`src/timer_pwm_carrier_map.svh`:
```
// Functional notes
// - PWM start skips first count clock; output stays inactive until first period match.
// - Duty write while running is buffered, moved in at old duty match.
// - Buffered value needs three count clocks before any transfer.
// - PWM period match clears counter, drives output active, raises interrupt.
// - PWM duty match drives output inactive only; no clear, no interrupt.
// - Clearing run enable forces interrupt and output inactive.
// - Carrier mode: low compare sets low phase, high compare sets high phase.
// - Carrier pin: enable 0 follows gate; enable 1 gives carrier gated by gate.
// - Gate is master/slave pair; active bit read-only, buffer bit read/write.
// - Envelope interrupt synchronised to count clock forms strobe copying gate.
// - Gate copy happens on second count clock after strobe rising edge.
// - Carrier starts on low compare; each match interrupts, clears, inverts, swaps.
// - Carrier period is N+M+2 count clocks, high phase M+1.
// - Carrier starts at inactive level when run enable is set.
// - Gate high: pulses begin at next carrier rise; gate low: output low.
// - Gate dropping during high phase never shortens the high pulse.
// - High compare rewrite while running takes effect after old value match.
// - PWM period N+1 count clocks, active width M+1.
`ifndef TIMER_PWM_CARRIER_MAP_SVH
`define TIMER_PWM_CARRIER_MAP_SVH
`define CNT_RESET 8'h00
`define CMP_RESET 8'h00
`define MIN_XFER_TICKS 2'h3
`define GATE_XFER_TICKS 2'h2
`define GATE_RESET 1'b0
`endif

```
`src/timer_pwm_carrier_pkg.sv`:
```
package timer_pwm_carrier_pkg;
   typedef enum logic {CMP_FIRST, CMP_SECOND} cmp_sel_t;
endpackage

```
`src/timer_pwm_carrier_gen.sv`:
```
`timescale 1ns/1ps
`include "timer_pwm_carrier_map.svh"
module timer_pwm_carrier_gen
   import timer_pwm_carrier_pkg::*;
#(
   parameter int WIDTH = 8,
   parameter bit CARRIER_EN = 1'b1
)
(
   // Clock, reset, freeze
   input wire logic mclk,
   input wire logic nrst,
   input wire logic clk_en,
   // Count clock strobe, same domain
   input wire logic count_tick,
   // Control
   input wire logic timer_run_enable,
   input wire logic carrier_mode,
   input wire logic output_level_select,
   input wire logic remote_output_enable,
   // First compare: period, or carrier low width
   input wire logic [WIDTH-1:0] period_compare,
   // Second compare write, asynchronous toggle with stable data
   input wire logic [WIDTH-1:0] cmp1_wdata,
   input wire logic cmp1_wr_toggle,
   // Gate buffer write, same domain
   input wire logic gate_wdata,
   input wire logic gate_wr,
   // Envelope timer event, asynchronous
   input wire logic envelope_timer_irq,
   // Outputs
   output logic timer_output_pin,
   output logic carrier_output_pin,
   output logic compare_match_irq,
   output logic envelope_sync_strobe,
   output logic carrier_gate_active,
   output logic carrier_gate_buffer,
   output logic [WIDTH-1:0] duty_compare,
   output logic [WIDTH-1:0] count_value
);

   generate
      if (WIDTH != 8)
      begin : g_chk
         $error("timer_pwm_carrier_gen supports WIDTH 8 only");
      end
   endgenerate

   logic run_q;
   logic skip_q;
   cmp_sel_t sel_q;
   logic act_q;
   logic cen_q;
   logic [WIDTH-1:0] cnt_q;
   logic [WIDTH-1:0] buf_q;
   logic pend_q;
   logic [1:0] age_q;
   logic [WIDTH-1:0] wd1_q;
   logic [WIDTH-1:0] wd2_q;
   logic wt1_q;
   logic wt2_q;
   logic wt3_q;
   logic es1_q;
   logic es2_q;
   logic es3_q;
   logic env_pend_q;
   logic [1:0] gx_q;

   // Decode
   wire tick_w = count_tick & clk_en;
   wire run_w = timer_run_enable & run_q;
   wire start_w = clk_en & timer_run_enable & ~run_q;
   wire car_w = carrier_mode & CARRIER_EN;
   wire [WIDTH-1:0] cmp_w = (sel_q == CMP_FIRST) ? period_compare : duty_compare;
   wire hit_w = tick_w & run_w & ~skip_q & (cnt_q == cmp_w);
   wire clr_w = hit_w & (car_w | (sel_q == CMP_FIRST));
   wire wr_w = clk_en & (wt2_q ^ wt3_q);
   wire xfer_w = hit_w & (sel_q == CMP_SECOND) & pend_q & (age_q >= `MIN_XFER_TICKS) & ~wr_w;
   wire env_rise_w = es2_q & ~es3_q;
   wire srise_w = tick_w & (env_pend_q | env_rise_w) & ~envelope_sync_strobe;
   wire gcopy_w = tick_w & (gx_q == `GATE_XFER_TICKS);

   // Next carrier / output level
   logic act_d;
   always_comb
   begin
      act_d = act_q;
      if (!run_w)
         act_d = 1'b0;
      else if (hit_w)
         act_d = car_w ? ~act_q : (sel_q == CMP_FIRST);
   end

   // Output enable latch for the carrier
   logic cen_d;
   always_comb
   begin
      cen_d = cen_q;
      if (!run_w || !car_w)
         cen_d = 1'b0;
      else if (act_d && !act_q && carrier_gate_active)
         cen_d = 1'b1;
      else if (!carrier_gate_active && !act_d)
         cen_d = 1'b0;
   end

   wire cpin_d = remote_output_enable ? (cen_d & act_d) : carrier_gate_active;
   wire pin_d = (~car_w & act_d) ^ output_level_select;
   wire [WIDTH-1:0] cnt_d = !run_w ? `CNT_RESET :
                            (tick_w && !skip_q) ? (clr_w ? `CNT_RESET : cnt_q + 8'h01) : cnt_q;

   // Run tracking and first-tick mask
   always_ff @(posedge mclk or negedge nrst)
   begin
      if (!nrst)
      begin
         run_q <= 1'b0;
         skip_q <= 1'b0;
      end
      else if (clk_en)
      begin
         run_q <= timer_run_enable;
         if (start_w)
            skip_q <= ~car_w;
         else if (tick_w)
            skip_q <= 1'b0;
      end
   end

   // Counter and compare selection
   always_ff @(posedge mclk or negedge nrst)
   begin
      if (!nrst)
      begin
         cnt_q <= `CNT_RESET;
         sel_q <= CMP_FIRST;
      end
      else if (clk_en)
      begin
         cnt_q <= cnt_d;
         if (!run_w)
            sel_q <= CMP_FIRST;
         else if (hit_w)
            sel_q <= (sel_q == CMP_FIRST) ? CMP_SECOND : CMP_FIRST;
      end
   end

   // Registered outputs
   always_ff @(posedge mclk or negedge nrst)
   begin
      if (!nrst)
      begin
         act_q <= 1'b0;
         cen_q <= 1'b0;
         compare_match_irq <= 1'b0;
         timer_output_pin <= 1'b0;
         carrier_output_pin <= 1'b0;
      end
      else if (clk_en)
      begin
         act_q <= act_d;
         cen_q <= cen_d;
         compare_match_irq <= clr_w;
         timer_output_pin <= pin_d;
         carrier_output_pin <= cpin_d;
      end
   end

   // Compare write crossing; data settles before its toggle
   always_ff @(posedge mclk or negedge nrst)
   begin
      if (!nrst)
      begin
         wd1_q <= `CMP_RESET;
         wd2_q <= `CMP_RESET;
         wt1_q <= 1'b0;
         wt2_q <= 1'b0;
         wt3_q <= 1'b0;
      end
      else if (clk_en)
      begin
         wd1_q <= cmp1_wdata;
         wd2_q <= wd1_q;
         wt1_q <= cmp1_wr_toggle;
         wt2_q <= wt1_q;
         wt3_q <= wt2_q;
      end
   end

   // Second compare: buffer, age, transfer
   always_ff @(posedge mclk or negedge nrst)
   begin
      if (!nrst)
      begin
         buf_q <= `CMP_RESET;
         duty_compare <= `CMP_RESET;
         pend_q <= 1'b0;
         age_q <= 2'h0;
      end
      else if (wr_w)
      begin
         buf_q <= wd2_q;
         age_q <= 2'h0;
         pend_q <= run_w;
         if (!run_w)
            duty_compare <= wd2_q;
      end
      else if (xfer_w)
      begin
         duty_compare <= buf_q;
         pend_q <= 1'b0;
      end
      else if (tick_w && age_q != `MIN_XFER_TICKS)
         age_q <= age_q + 2'h1;
   end

   // Envelope crossing; the edge is taken from the second and third stages
   always_ff @(posedge mclk or negedge nrst)
   begin
      if (!nrst)
      begin
         es1_q <= 1'b0;
         es2_q <= 1'b0;
         es3_q <= 1'b0;
      end
      else if (clk_en)
      begin
         es1_q <= envelope_timer_irq;
         es2_q <= es1_q;
         es3_q <= es2_q;
      end
   end

   // Strobe on count clock; gate master/slave copy
   always_ff @(posedge mclk or negedge nrst)
   begin
      if (!nrst)
      begin
         env_pend_q <= 1'b0;
         envelope_sync_strobe <= 1'b0;
         gx_q <= 2'h0;
         carrier_gate_buffer <= `GATE_RESET;
         carrier_gate_active <= `GATE_RESET;
      end
      else if (clk_en)
      begin
         // An edge between ticks is held, never lost
         if (env_rise_w)
            env_pend_q <= ~tick_w;
         else if (tick_w)
            env_pend_q <= 1'b0;
         if (tick_w)
            envelope_sync_strobe <= env_pend_q | env_rise_w;
         if (srise_w)
            gx_q <= 2'h1;
         else if (gcopy_w)
            gx_q <= 2'h0;
         else if (tick_w && gx_q != 2'h0)
            gx_q <= gx_q + 2'h1;
         if (gcopy_w)
            carrier_gate_active <= carrier_gate_buffer;
         if (gate_wr)
            carrier_gate_buffer <= gate_wdata;
      end
   end

   assign count_value = cnt_q;

   // Ticks since the strobe rose; helper for the copy check only
   logic [1:0] tk_q;
   always_ff @(posedge mclk or negedge nrst)
   begin
      if (!nrst)
         tk_q <= 2'h0;
      else if (srise_w)
         tk_q <= 2'h0;
      else if (tick_w && tk_q != 2'h3)
         tk_q <= tk_q + 2'h1;
   end
endmodule

```
`config.mk`:
```
export PLATFORM = sky130hd
export DESIGN_NAME = timer_pwm_carrier_gen
export DESIGN_NICKNAME = d
export VERILOG_FILES = /design/src/timer_pwm_carrier_pkg.sv /design/src/timer_pwm_carrier_gen.sv
export VERILOG_INCLUDE_DIRS = /design/src
export SDC_FILE = /design/constraint.sdc
export NUM_CORES = 1
export LEC_CHECK = 0
export ABC_AREA = 1
export BUFFER_PORTS_ARGS = -buffer_cell sky130_fd_sc_hd__buf_2
export CORE_MARGIN = 4
export CORE_UTILIZATION = 35
export CTS_BUF_LIST = sky130_fd_sc_hd__clkbuf_8
export DETAILED_ROUTE_END_ITERATION = 8
export SETUP_SLACK_MARGIN = 0.05
export SLEW_MARGIN = 10
export SYNTH_ARGS = -nofsm -noshare
export SYNTH_HDL_FRONTEND = slang
export SYNTH_SLANG_ARGS = --single-unit
```
`constraint.sdc`:
```
create_clock -name mclk -period 2.3 [get_ports mclk]
set_clock_uncertainty 0.05 [all_clocks]
set_input_delay 0 -clock mclk [delete_from_list [all_inputs] [get_ports mclk]]
set_output_delay 0 -clock mclk [all_outputs]
set_load 0.005 [all_outputs]
```
==> metrics.log <==
INFO  metric vertical_die_dimension = about 100 um
INFO  metric port-buffer-count = about 50
INFO  metric layout.filler_cells = around 840
INFO  metric grt.total_usage = between 10% and 20%
INFO  metric worstPathCellList = inv_2 > nand2_1 > nand3_1 > nand2_2 > inv_2 > nand2_2 > nor2_4 > nand3_4 > o21ai_4 > nand2_4 > nor2_1 > a21oi_1
INFO  metric switching_share = a little under 30%
INFO  metric seq_area = 1577 sq um
INFO  metric mostFrequentLayoutCell = sky130_fd_sc_hd__nand2_1
INFO  metric antenna_found_initial = 0
INFO  metric tritoncts_clock_tree = built
INFO  metric die_area = slightly above 10000 sq um
INFO  metric diodes = 0
INFO  metric via_count = ~2.7k
INFO  metric fmaxAchievable = slightly above 500 MHz
INFO  metric vdd_ir_drop_max = 0.3768 mV
INFO  metric cts_resized = 0
INFO  metric globalRoute.totalOverflow = 0
INFO  metric cts.reportedPaths.clkPinSlew = 0.08 ns
INFO  metric netSwitchingPower = about 850 uW
INFO  metric cp.arrival = between 2 and 2.5 ns
INFO  metric maximum_number_of_pins_on_one_net_before_global_route_repair = between 40 and 50
INFO  metric timing.max_cap.violations = 0
INFO  metric syn_to_final_growth = 24.66%
INFO  metric final_period_minus_worst_setup_slack = slightly below 2 ns
INFO  metric crit_path_end_kind = register
INFO  metric post-route-period-util = about 85%
INFO  metric slowest_stage = sky130_fd_sc_hd__dfrtp_1
INFO  metric status = complete, no violations
INFO  metric post_route_cell_area = around 3800 sq um
INFO  metric power_per_cell_area = ~760 nW/um^2
INFO  metric timing_max_transition_violations_final = 0
INFO  metric cts_setup_buffers = 0
INFO  metric drt-vias-per-instance = roughly 4.7
INFO  metric rows = 33
INFO  metric crit_path_max_incr_delay = just under 0.4 ns
INFO  metric fp.dieW = just over 100 um
INFO  metric worst_slew_slack_as_a_fraction_of_its_limit = between 60% and 70%
INFO  metric timing.critical_path.max_delay_family = simple AND/OR/NAND/NOR gates
INFO  metric postRouteAntennaNets = 0
INFO  metric syn_avg_cell_area = about 8.1 sq um
INFO  metric first_global_vias = 2614
INFO  metric drc_errors = 0
INFO  metric synthesis.nets = 412
INFO  metric postPlaceCellArea = 3451 sq um
INFO  metric clock_tree.root_cell = sky130_fd_sc_hd__clkbuf_8
INFO  metric initialDrtViolationCount = 93
INFO  metric clock_network_latency_to_the_later_pin_of_the_worst_skew_pair = approximately 0.34 ns
INFO  metric power_frac_clock = about a third
INFO  metric layout.nets = 486
INFO  metric drt_first_pass_iters = 5
INFO  metric count_of_final_hold_check_violations = 0
INFO  metric netlist_instances = between 300 and 400
INFO  metric cp_data_required_time = between 2 and 2.5 ns
INFO  metric floorplan.initialDensity = a little under two fifths
INFO  metric syn-cell-area = 3085 sq um
INFO  metric mostFrequentLayoutCells = sky130_fd_sc_hd__nand2_1, sky130_fd_sc_hd__dfrtp_1, sky130_fd_sc_hd__buf_2, sky130_fd_sc_hd__inv_1, sky130_fd_sc_hd__o21ai_0
INFO  metric crit_path_max_fanout = 11
INFO  metric grt_pass1_wl = ~12000 um
INFO  metric pwr-share-seq = between 40% and 50%
INFO  metric totalNegativeSetupSlack = 0 ns
INFO  metric yosys_register_bits = 63
INFO  metric proportion_of_synthesized_chip_area_in_sequential_cells = between 50 and 60%
INFO  metric h-tree-depth = 3
INFO  metric yosys_warnings = 0
INFO  metric boundaryPins = 50
INFO  metric drive_gt1_share = between 20% and 30%
INFO  metric leakagePower = approximately 0.0020 uW
INFO  metric grt_setup_unrepaired = no
INFO  metric coreArea = around 8400 sq um
INFO  metric drt-wirelength-per-cell = between 10 and 15 um
INFO  metric cell_internal_pwr = 2057 uW
INFO  metric detailedPlacementHpwl = between 5000 and 6000 um
INFO  metric cts_made_buffers = 9
INFO  metric setup_viol_count_final = 0
INFO  metric worstMarginPinSlew = 0.5095 ns
INFO  metric cts_num_sinks = 63
INFO  metric cts_buffer_depth = 2
INFO  metric gpl.final_weighted_congestion = 0.8382
INFO  metric hp-class = in -> reg
INFO  metric combinationalPowerShare = around 17%
INFO  metric worst_setup_path_start_kind = register
INFO  metric synth.lib_cells_used.distinct = 31
INFO  metric worst-setup-path-type = reg -> reg
INFO  metric wl = between 7000 and 8000 um
INFO  metric cp.buffers_inverters = 2
INFO  metric multi_input_area = approximately 1300 sq um
## synthesized netlist by cell type
cell type                   instances  area share, %
sky130_fd_sc_hd__nand4_1            3           0.61
sky130_fd_sc_hd__nand3_2            3           0.97
sky130_fd_sc_hd__buf_6              2           0.73
sky130_fd_sc_hd__o21ai_4            1           0.53
sky130_fd_sc_hd__a21oi_1           10            1.6
sky130_fd_sc_hd__a31oi_1            1           0.20
sky130_fd_sc_hd__o2111ai_1          1           0.28
sky130_fd_sc_hd__o21ai_0           33            5.4
sky130_fd_sc_hd__o211ai_2           1           0.41
sky130_fd_sc_hd__o21ai_1            2           0.32
sky130_fd_sc_hd__or3_1              1           0.20
sky130_fd_sc_hd__xor2_1             3           0.85
sky130_fd_sc_hd__o22ai_1            5            1.0
sky130_fd_sc_hd__nand2_1          127             15
sky130_fd_sc_hd__nand3_1           26            4.2
sky130_fd_sc_hd__nand3_4            1           0.57
sky130_fd_sc_hd__o21a_1             1           0.24
sky130_fd_sc_hd__inv_2              8           0.97
sky130_fd_sc_hd__nor2_4             3            1.1
sky130_fd_sc_hd__inv_1             39            4.7
sky130_fd_sc_hd__nor2_1            19            2.3
sky130_fd_sc_hd__xnor2_1            1           0.28
sky130_fd_sc_hd__ha_1               2           0.81
sky130_fd_sc_hd__or2_1              1           0.20
sky130_fd_sc_hd__o21ai_2            1           0.28
sky130_fd_sc_hd__nand2_2           11            2.2
sky130_fd_sc_hd__clkbuf_1           7           0.85
sky130_fd_sc_hd__nand2_4            3            1.1
sky130_fd_sc_hd__clkinv_1           1           0.12
sky130_fd_sc_hd__nor3_1             2           0.32
sky130_fd_sc_hd__dfrtp_1           63             51
## metal layers
metal	vias up	wire length [um]	global-route usage [%]
met5	-	0	0
met4	0	159	5.045
met3	15	421	5.324
met2	63	3157	23.09
met1	1222	3450	20.48
li1	1362	-	-
## per-stage QoR
stage	total power [uW]	util, %	hold WS, ns	setup WS (ns)	std cells
2_1_floorplan	1664	-	-0.3456	0.5982	382
3_3_place_gp	1877	41.17	-0.1044	0.4747	532
3_5_place_dp	1892	41.17	-0.09614	0.3533	532
4_1_cts	2960	45.89	0.009176	0.3347	566
5_1_grt	3103	45.89	0.01210	0.1379	566
6_report	2912	45.89	0.01622	0.3534	566
## final cells by class
type | count | share of cell area, %
clock buffers | 11 | 3.936
inverters | 48 | 4.684
well taps | 105 | 3.416
flip-flops and latches | 63 | 40.99
repair buffers | 72 | 12.04
multi-input cells | 262 | 33.28
clock inverters | 5 | 1.659
## flip-flops by register name, indices dropped and copies added (netlist names), 2 cells and up
register	flops
count_value	8
buf_q	8
duty_compare	8
wd2_q	8
age_q	2
gx_q	2
wd1_q	8
## timing repair
item | in CTS | in global routing
hold endpoints to repair | 80 | 0
hold buffers | 18 | 0
setup endpoints to repair | 0 | 0
## path summary, 6_finish.rpt
path                       cells after the start               to  slack (ns)  startpoint
setup / recovery                              12  duty_compare[4]        0.35       sel_q
hold / removal                                 4       env_pend_q        0.02      clk_en
setup reg to reg                              12  duty_compare[4]        0.35       sel_q
hold reg to reg                                2         wd1_q[6]        0.42    wd1_q[6]
max in group asynchronous                      3         wd2_q[1]        1.46        nrst
min in group asynchronous                      2  duty_compare[7]        0.06        nrst
## power by group through the flow
stage	Combinational (uW)	Clock [uW]	Sequential (uW)
after CTS	511	1060	1390
after global placement	470	0	1410
after floorplan	273	0	1390
after detailed placement	484	0	1410
final	502	1020	1390
after global routing	585	1110	1410
## worst register-to-register path, cell delays in order, from the launching register on
cell and delay, ns:
sky130_fd_sc_hd__dfrtp_1 0.39, sky130_fd_sc_hd__inv_2 0.22, sky130_fd_sc_hd__nand2_1 0.13, sky130_fd_sc_hd__nand3_1 0.12, sky130_fd_sc_hd__nand2_2 0.07, sky130_fd_sc_hd__inv_2 0.06, sky130_fd_sc_hd__nand2_2 0.06, sky130_fd_sc_hd__nor2_4 0.11
sky130_fd_sc_hd__nand3_4 0.10, sky130_fd_sc_hd__o21ai_4 0.25, sky130_fd_sc_hd__nand2_4 0.13, sky130_fd_sc_hd__nor2_1 0.11, sky130_fd_sc_hd__a21oi_1 0.05
## cells by family after synthesis
group / count (synthesis) / share of synthesized area [%]
compound gates: 56 / 10.26
buf+inv: 57 / 7.421
simple gates: 200 / 29.28
flops: 63 / 51.09
fa+ha+maj: 2 / 0.8109
xor+xnor: 4 / 1.136
(Power assumes the default switching activity.)
